### config.mk
export PLATFORM = sky130hd
export DESIGN_NAME = xoc_ctrl
export DESIGN_NICKNAME = d
export VERILOG_FILES = /design/src/rtl/xoc_pkg.sv /design/src/rtl/xoc_ctrl.sv
export SDC_FILE = /design/constraint.sdc
export NUM_CORES = 1
export LEC_CHECK = 0
export BUFFER_PORTS_ARGS = -buffer_cell sky130_fd_sc_hd__buf_2
export CORE_ASPECT_RATIO = 1.75
export CORE_MARGIN = 2
export CORE_UTILIZATION = 35
export DETAILED_ROUTE_END_ITERATION = 16
export PLACE_DENSITY = 0.58
export RECOVER_POWER = 25
export SYNTH_ARGS = -nofsm -noshare
export SYNTH_HDL_FRONTEND = slang
export SYNTH_SLANG_ARGS = --single-unit
### constraint.sdc
create_clock -name mclk_i -period 2.7 [get_ports mclk_i]
set_input_delay 0.54 -clock mclk_i [delete_from_list [all_inputs] [get_ports mclk_i]]
set_output_delay 0.54 -clock mclk_i [all_outputs]
set_load 0.005 [all_outputs]
### src/rtl/xoc_pkg.sv
// Purpose: shared constants and types for the crystal oscillator control block
// Assumes: 16-bit registers at byte offsets on a plain strobe port
// Notes:   reference and oscillator clocks arrive as pins and are sampled
package xoc_pkg;
	// ---------------------------------------------------------------
	// register map
	// ---------------------------------------------------------------
	localparam logic [7:0]  MAIN_CTRL_OFS   = 8'h10;
	localparam logic [7:0]  LF_CTRL_OFS     = 8'h14;
	localparam logic [15:0] MAIN_CTRL_RST   = 16'h0080;
	localparam logic [15:0] LF_CTRL_RST     = 16'h0080;
	localparam logic [15:0] MAIN_CTRL_MASK  = 16'hffc6;
	localparam logic [15:0] LF_CTRL_MASK    = 16'h17ee;
	// ---------------------------------------------------------------
	// field positions
	// ---------------------------------------------------------------
	localparam int MAIN_START_LSB = 12;
	localparam int MAIN_AGC_BIT   = 11;
	localparam int MAIN_GAIN_LSB  = 8;
	localparam int LF_LOCK_BIT    = 12;
	localparam int LF_START_LSB   = 8;
	localparam int REQUEST_DRIVEN_RUN_BIT   = 7;
	localparam int STDBY_BIT      = 6;
	localparam int LF_AAMP_BIT    = 5;
	localparam int LF_OUT_EN_BIT  = 3;
	localparam int XTAL_BIT       = 2;
	localparam int ENABLE_BIT     = 1;
	// ---------------------------------------------------------------
	// timing
	// ---------------------------------------------------------------
	localparam logic [1:0]  SYNC_OSC_CYCLES = 2'h3;
	localparam int          CNT_W           = 18;
	localparam logic [2:0]  GAIN_NONE       = 3'h0;
	// ---------------------------------------------------------------
	// types
	// ---------------------------------------------------------------
	typedef enum logic [1:0] {
		OSC_OFF,
		OSC_COUNT,
		OSC_SYNC,
		OSC_READY
	} xoc_fsm_e;
	typedef struct packed {
		xoc_fsm_e         fsm;
		logic [CNT_W-1:0] cnt;
		logic [1:0]       sync_cnt;
		logic             en;
	} xoc_osc_s;
	typedef struct packed {
		logic [15:0] main_reg;
		logic [15:0] lf_reg;
		logic [15:0] rdata;
		logic [2:0]  ref_sync;
		logic [2:0]  mosc_sync;
		logic [2:0]  losc_sync;
		xoc_osc_s    m;
		xoc_osc_s    l;
	} xoc_state_s;
endpackage

### src/rtl/xoc_ctrl.sv
// Purpose: control of the main and low-frequency crystal oscillators
// Assumes: reference and oscillator clocks are slow against mclk_i
// Notes:   main oscillator edges are only countable below 5 MHz here
//
// Our own choice: strobed register access.
`timescale 1ns/1ps
module xoc_ctrl
	import xoc_pkg::*;
(
	// clock and reset
	input  wire logic        mclk_i,
	input  wire logic        rst_n_i,
	// register port
	input  wire logic [7:0]  addr_i,
	input  wire logic [15:0] wdata_i,
	input  wire logic        wr_i,
	input  wire logic        rd_i,
	output logic      [15:0] rdata_o,
	// system
	input  wire logic        write_protect_i,
	input  wire logic        standby_i,
	input  wire logic        ref_clk_i,
	// main oscillator
	input  wire logic        main_req_i,
	input  wire logic        main_osc_clk_i,
	output logic             main_osc_en_o,
	output logic             main_osc_ready_flag_o,
	output logic             main_auto_gain_ctrl_o,
	output logic      [2:0]  main_gain_o,
	output logic             main_crystal_mode_sel_o,
	output logic             main_out_pad_gpio_o,
	// low-frequency oscillator
	input  wire logic        lf_req_i,
	input  wire logic        lf_osc_clk_i,
	output logic             lf_osc_en_o,
	output logic             lf_ready_o,
	output logic             lf_auto_amplitude_enable_o,
	output logic             lf_low_freq_output_enable_o,
	output logic             lf_crystal_mode_sel_o
);
	// ---------------------------------------------------------------
	// helpers
	// ---------------------------------------------------------------
	function automatic logic run_f(input logic [15:0] r, input logic stby, input logic req);
		run_f = r[ENABLE_BIT]
			& (~stby | r[STDBY_BIT])
			& (~r[REQUEST_DRIVEN_RUN_BIT] | req);
	endfunction

	function automatic logic [CNT_W-1:0] lf_ticks_f(input logic [2:0] c);
		case (c)
			3'h0: lf_ticks_f = 18'h00001;
			3'h1: lf_ticks_f = 18'h00020;
			3'h2: lf_ticks_f = 18'h00800;
			3'h3: lf_ticks_f = 18'h01000;
			3'h4: lf_ticks_f = 18'h04000;
			3'h5: lf_ticks_f = 18'h08000;
			3'h6: lf_ticks_f = 18'h10000;
			default: lf_ticks_f = 18'h20000;
		endcase
	endfunction

	// one startup sequencer step, shared by both oscillators
	function automatic xoc_osc_s step_f(input xoc_osc_s s, input logic run,
		input logic ref_tick, input logic osc_edge, input logic [CNT_W-1:0] ticks);
		xoc_osc_s n;
		n = s;
		n.en = run;
		if (!run) begin
			n.fsm = OSC_OFF;
			n.cnt = '0;
			n.sync_cnt = 2'h0;
		end else begin
			case (s.fsm)
				OSC_OFF: begin
					n.fsm = OSC_COUNT;
					n.cnt = ticks;
				end
				OSC_COUNT: begin
					if (ref_tick) begin
						if (s.cnt <= 18'h00001) begin
							n.fsm = OSC_SYNC;
							n.sync_cnt = 2'h0;
						end else begin
							n.cnt = s.cnt - 18'h00001;
						end
					end
				end
				OSC_SYNC: begin
					if (osc_edge) begin
						if (s.sync_cnt == SYNC_OSC_CYCLES - 2'h1) begin
							n.fsm = OSC_READY;
						end else begin
							n.sync_cnt = s.sync_cnt + 2'h1;
						end
					end
				end
				default: n.fsm = OSC_READY;
			endcase
		end
		return n;
	endfunction

	// ---------------------------------------------------------------
	// state
	// ---------------------------------------------------------------
	xoc_state_s st_q;
	xoc_state_s st_d;
	logic       ref_tick;
	logic       mosc_edge;
	logic       losc_edge;
	logic       m_run;
	logic       l_run;
	logic       wr_ok;
	logic [CNT_W-1:0] main_ticks;
	logic [CNT_W-1:0] lf_ticks;

	assign ref_tick  = st_q.ref_sync[1] & ~st_q.ref_sync[2];
	assign mosc_edge = st_q.mosc_sync[1] & ~st_q.mosc_sync[2];
	assign losc_edge = st_q.losc_sync[1] & ~st_q.losc_sync[2];
	assign m_run     = run_f(st_q.main_reg, standby_i, main_req_i);
	assign l_run     = run_f(st_q.lf_reg, standby_i, lf_req_i);
	assign wr_ok     = wr_i & ~write_protect_i;
	assign main_ticks = CNT_W'(18'h00001 << st_q.main_reg[MAIN_START_LSB +: 4]);
	assign lf_ticks   = lf_ticks_f(st_q.lf_reg[LF_START_LSB +: 3]);

	always_comb begin
		st_d = st_q;
		// pins pass two flops; the third only remembers for the edge
		st_d.ref_sync  = {st_q.ref_sync[1:0], ref_clk_i};
		st_d.mosc_sync = {st_q.mosc_sync[1:0], main_osc_clk_i};
		st_d.losc_sync = {st_q.losc_sync[1:0], lf_osc_clk_i};
		if (wr_ok && addr_i == MAIN_CTRL_OFS) begin
			st_d.main_reg = wdata_i & MAIN_CTRL_MASK;
		end else if (wr_ok && addr_i == LF_CTRL_OFS && !st_q.lf_reg[LF_LOCK_BIT]) begin
			st_d.lf_reg = wdata_i & LF_CTRL_MASK;
		end
		if (rd_i && addr_i == MAIN_CTRL_OFS) begin
			st_d.rdata = st_q.main_reg;
		end else if (rd_i && addr_i == LF_CTRL_OFS) begin
			st_d.rdata = st_q.lf_reg;
		end else begin
			st_d.rdata = 16'h0000;
		end
		st_d.m = step_f(st_q.m, m_run, ref_tick, mosc_edge,
			main_ticks);
		st_d.l = step_f(st_q.l, l_run, ref_tick, losc_edge,
			lf_ticks);
	end

	always_ff @(posedge mclk_i) begin
		if (!rst_n_i) begin
			st_q          <= '0;
			st_q.main_reg <= MAIN_CTRL_RST;
			st_q.lf_reg   <= LF_CTRL_RST;
			st_q.m.fsm    <= OSC_OFF;
			st_q.l.fsm    <= OSC_OFF;
		end else begin
			st_q <= st_d;
		end
	end

	// ---------------------------------------------------------------
	// outputs
	// ---------------------------------------------------------------
	// gain is forced neutral under auto gain so a stale code cannot leak
	assign rdata_o                     = st_q.rdata;
	assign main_osc_en_o               = st_q.m.en;
	assign main_osc_ready_flag_o       = st_q.m.fsm == OSC_READY;
	assign main_auto_gain_ctrl_o       = st_q.m.en & st_q.main_reg[MAIN_AGC_BIT];
	assign main_gain_o                 = st_q.main_reg[MAIN_AGC_BIT] ? GAIN_NONE
		: st_q.main_reg[MAIN_GAIN_LSB +: 3];
	assign main_crystal_mode_sel_o     = st_q.main_reg[XTAL_BIT];
	assign main_out_pad_gpio_o         = ~st_q.main_reg[XTAL_BIT];
	assign lf_osc_en_o                 = st_q.l.en;
	assign lf_ready_o                  = st_q.l.fsm == OSC_READY;
	assign lf_auto_amplitude_enable_o  = st_q.lf_reg[LF_AAMP_BIT];
	assign lf_low_freq_output_enable_o = st_q.lf_reg[LF_OUT_EN_BIT];
	assign lf_crystal_mode_sel_o       = st_q.lf_reg[XTAL_BIT];
endmodule

After elaboration in Yosys (flattened, before gate mapping)
Index checks and enable logic that the tools add are counted.
{"block": "op_classes", "n_addsub": 4, "order_cmp": 2, "eq_ne": 28, "shifts": 1, "muxes": 26, "bitwise_logic": 24, "n_reduce_logical": 24}
{"op": "one-hot mux 18 bit (7 select lines)", "count": 1}
{"op": "one-hot mux 18 bit (2 select lines)", "count": 2}
{"op": "two-way mux 22 bit", "count": 2}
{"op": "less-or-equal comparator 18 x 1 -> 1 bit, second input constant", "count": 2}
{"op": "two-way mux 18 bit", "count": 2}
{"op": "subtractor 18 x 1 -> 18 bit, second input constant", "count": 2}
{"op": "two-way mux 2 bit", "count": 12}
{"op": "inequality test 2 bit, second input constant", "count": 12}
{"op": "left shift 1 x 4 -> 18 bit, first input constant", "count": 1}
{"op": "equality test 8 x 5 -> 1 bit, second input constant", "count": 2}
{"op": "two-way mux 16 bit", "count": 1}
{"op": "two-way mux 13 bit", "count": 1}
{"op": "equality test 2 bit, second input constant", "count": 6}
{"op": "one-hot mux 2 bit (3 select lines)", "count": 2}
{"op": "inverter 1 bit", "count": 11}
{"op": "AND reduction 5 bit", "count": 2}
{"op": "AND 1 bit", "count": 9}
{"op": "equality test 3 bit, second input constant", "count": 3}
{"op": "one-hot mux 2 bit (2 select lines)", "count": 2}
{"op": "AND reduction 4 bit", "count": 2}
{"op": "nonzero test 2 bit", "count": 4}
{"op": "equality test 3 x 2 -> 1 bit, second input constant", "count": 2}
{"op": "AND reduction 2 bit", "count": 3}
{"op": "AND reduction 3 bit", "count": 2}
{"op": "11 further kinds", "count": 21}
{"block": "totals", "reg_bits": 93, "input_bits": 35, "output_inout_bits": 29, "wordCells": 125}

Depth between registers and ports, before layout
{"block": "depth", "depth_word": 5, "depth_mapped": 8}

Worst setup path before layout
Ideal clock, no wire load.
{"block": "synth_timing", "kind": "input-to-reg", "from": "in addr_i[5]", "to": "reg st_q[78] in the netlist's numbering", "setup_time_ps": 125, "arrival_ps": 2015, "required_time_ps": 2575, "slack_ps": 561, "cell_stages": 6, "path_cell_list": "nor4b_1 nand4b_1 or3b_2 clkbuf_1 mux2i_1 nand2_1"}
{"block": "synth_via", "elab_chain_cells": 4, "elab_cells_between_ends": 7, "classes_between": "eq/ne: 2; bitwise: 1; reduce/logical: 4"}
{"element": "start, declared", "line_no": "xoc_ctrl.sv:14", "text": "input wire logic [7:0] addr_i,"}
{"element": "equality test 8 x 5 -> 1 bit (on tied branches)", "line_no": "xoc_ctrl.sv:135, xoc_ctrl.sv:133"}
{"element": "logical AND 1 bit (on tied branches)", "line_no": "xoc_ctrl.sv:135, xoc_ctrl.sv:133"}
{"element": "logical AND 1 bit / inverter 1 bit (equally long branches)"}
{"element": "AND reduction 2 bit (no line) (*)"}
{"element": "end signal, assigned", "line_no": "xoc_ctrl.sv:159", "text": "st_q <= st_d;"}
{"element": "end, declared", "line_no": "xoc_ctrl.sv:107", "text": "xoc_state_s st_q;"}
Mark *: on every way between the ends. The rest lies on a longest branch, timed or not.
A chain may end at the register's enable or synchronous reset.

Worst setup path after layout
{"block": "layout_timing", "from": "reg st_q[14] in the netlist's numbering", "to": "reg st_q[10] in the netlist's numbering"}
{"block": "layout_via", "elab_chain_cells": 3}
{"element": "less-or-equal comparator 18 x 1 -> 1 bit", "line_no": "xoc_ctrl.sv:81", "text": "if (s.cnt <= 18'h00001) begin"}
{"element": "inequality test 2 bit (no line)"}
{"element": "AND reduction 3 bit (no line)"}
Every way passes these cells.

==> impl_metrics.ini <==
[clock_network]
clk_latency_ps = 340
root_buffer = clkbuf_16
clock_sinks = 91
cts_resized = 0
cts_buffer_depth = 2
tritoncts = yes
cts_setup_buffers = 0
clk_pin_slew_ps = 70
cts_buffers = 9
htreeDepth = 3
hold_buffers = 0

[timing]
drv_slew = 0
setup_violations = 0
hold_violations = 0
post-route-period-util_pct = 82.6
final.setup.tns_ps = 0
rsz0062_at_grt = false
slew_headroom_pct = 49.5
fmax_ghz = 0.448
tightest_slew_ps = 750
fin_ws_ps = 469
period_needed_ps = 2230
fin_skew_ps = 6.86

[detailed_routing]
wl_um = 11100
drtIter0Drc = 163
vias = 3924
drc = 0
via_per_inst = 5.24
ant_nets = 0
drtPass1Iterations = 4
wl_per_cell_um = 14.8

[worst_setup_path]
crit_arrival_ps = 2430
cp.required_ps = 2890
worst-path-max-fanout = 10
end_kind = register
rrSetupSlack_ps = 470
worstSetupStartpointType = register
critPathKind = reg -> reg

[place]
portBuffers = 59
dp_slack_ps = 420
gp_congestion = 0.848
hpwl_um = 8190

[global_route]
grt_pass1_wl_um = 18700
grt.total_usage_pct = 16.5
antenna_found_initial = 1
grt_max_degree = 34
first_global_vias = 3962
grt_overflow = 0

[cells_and_area]
drive_gt1_share_pct = 17.7
nNetsFinal = 613
syn2layout_area_growth_pct = 16.5

[synth]
async_flop_share_pct = 0
yosys_warnings = 0
yosysSeqAreaShare_pct = 40.3
synth_area_um2 = 4530
synth_cells = 527
synth_seq_cells = 91
synth-edff-count = 0
synth_ff_type = dfxtp_1
synth.avg_cell_area_um2 = 8.59
yosysUniqueCellTypes = 57

[floorplan]
initial_utilization_pct = 35.4
die_y_um = 154
core_um2 = 12800
ios = 64
die_w_um = 90.0
rows = 55
die_area_um2 = 13900

[pwr]
cellLeakagePower_nw = 2.12
ir_worst_vdd_uv = 345
power_density_nw_per_um2 = 542

[flow_run]
drv_cap = 0

[hold_path]
hp-class = in -> reg

[outcome]
status = finished, final reports clean
[layer usage]
| layer | part of all wire, % | global-route usage (%) | vias up |
|---|---|---|---|
| met4 | 2.4 | 7.77 | 0 |
| li1 | - | - | 1966 |
| met2 | 56 | 31.9 | 66 |
| met5 | 0 | 0 | - |
| met3 | 2.2 | 2.68 | 18 |
| met1 | 39 | 17.1 | 1874 |
[synthesized netlist by cell type (2+ instances only)]
cell type / instances / area share [%]
dfxtp_1: 91 / 40
nor2_1: 45 / 3.7
a21oi_1: 33 / 3.6
mux2i_1: 32 / 7.1
o21ai_0: 32 / 3.5
nand2_1: 30 / 2.5
nor2b_1: 27 / 3.7
nor3_1: 23 / 2.5
clkbuf_1: 18 / 1.5
and2_1: 17 / 2.3
buf_4: 17 / 2.8
inv_1: 16 / 1.3
nand2b_1: 11 / 1.5
nand4_1: 9 / 1.2
nor4_1: 9 / 1.2
o21a_1: 8 / 1.3
or3_1: 8 / 1.1
or4_1: 8 / 1.3
nand3_1: 7 / 0.77
ha_1: 6 / 1.7
o21ai_1: 6 / 0.66
a31oi_1: 4 / 0.55
buf_2: 4 / 0.44
nor4b_1: 4 / 0.77
o22ai_1: 4 / 0.55
a211oi_1: 3 / 0.50
a21boi_0: 3 / 0.50
and3_1: 3 / 0.41
nand4b_1: 3 / 0.58
nor4_4: 3 / 1.4
o31a_1: 3 / 0.58
o31ai_1: 3 / 0.50
o32ai_1: 3 / 0.58
or3b_2: 3 / 0.58
a31o_2: 2 / 0.39
a32oi_1: 2 / 0.39
buf_1: 2 / 0.17
nand3b_1: 2 / 0.33
o211ai_1: 2 / 0.33
o21ai_2: 2 / 0.39
o41a_1: 2 / 0.50
xor2_1: 2 / 0.39
[power breakdown]
| group | total, W | leakage (nW) | switching, W | internal (W) |
|---|---|---|---|---|
| combinational | 0.0000557 | 1.23 | 0.0000254 | 0.0000303 |
| clock | 0.00145 | 0.163 | 0.000544 | 0.000911 |
| sequential | 0.00135 | 0.734 | 0.00000263 | 0.00135 |
| total | 0.00286 | 2.12 | 0.000572 | 0.00229 |
[critical path, cell delays in order, from the launching register on]
cell,delay [ps]
dfxtp_1,350
or4_1,680
nand4bb_4,380
o21ai_2,270
buf_4,220
or4_1,120
a21oi_1,60
[layout make-up]
type	count	area [um^2]
clock buffer	9	225
sequential	91	1820
tap	171	214
antenna	1	2.50
inverter	16	60.1
timing repair buffer	75	407
fill	1342	7530
clock inverter	7	123
multi-input combinational	379	2420
[kinds of logic (layout without fill, tap and decap cells)]
logic type / Yosys count / in the layout / synth area share [%]
multiplexers: 32 / 32 / 7.08
AO/OA/AOI/OAI: 119 / 119 / 16.3
flip-flops: 91 / 91 / 40.3
buffers and inverters: 58 / 107 / 6.36
adder cells (fa/ha/maj): 6 / 6 / 1.66
AND/OR/NAND/NOR: 218 / 218 / 27.8
XOR/XNOR: 2 / 2 / 0.387
other: 1 / 3 / 0.0829
[cell usage in the layout, fill, tap and decap left out, types with 4 or more instances in the layout]
master,synthesis,routed
clkbuf_16,0,9
buf_2,4,55
dfxtp_1,91,91
or3_1,8,8
nor2_1,45,45
nor4b_1,4,4
nand2b_1,11,11
o21a_1,8,8
nand2_1,30,30
and2_1,17,16
or4_1,8,8
nor2b_1,27,27
o22ai_1,4,4
mux2i_1,32,32
nor4_1,9,9
a21oi_1,33,33
o21ai_0,32,32
nor3_1,23,23
nand3_1,7,7
clkbuf_1,18,5
a31oi_1,4,4
inv_1,16,16
buf_4,17,15
o21ai_1,6,6
ha_1,6,6
nand4_1,9,9
[stage by stage]
stage          power, W  area [um^2]  hold slack [ps]  util (%)  instances
2_1_floorplan   0.00141         4530              412         -        528
3_3_place_gp    0.00144         4930              415      38.5        732
3_5_place_dp    0.00144         4930              418      38.5        732
4_1_cts         0.00290         5280              405      41.2        748
5_1_grt         0.00296         5270              414      41.2        749
6_report        0.00286         5270              411      41.2        749
[flip-flops by register name, summed over array words and instances, names as in the netlist]
signal / cells
st_q: 65
rdata_o: 14
st_d: 6
lf_auto_amplitude_enable_o: 1
lf_crystal_mode_sel_o: 1
lf_low_freq_output_enable_o: 1
lf_osc_en_o: 1
main_crystal_mode_sel_o: 1
main_osc_en_o: 1
[final timing paths]
| kind | end | cells past startpoint | start |
|---|---|---|---|
| max | st_q[10] | 6 | st_q[14] |
| min | st_d[47] | 2 | lf_osc_clk_i |
| max reg2reg | st_q[10] | 6 | st_q[14] |
| min reg2reg | st_d[48] | 1 | st_d[47] |
Note: power is estimated with default switching activity, not from simulation.
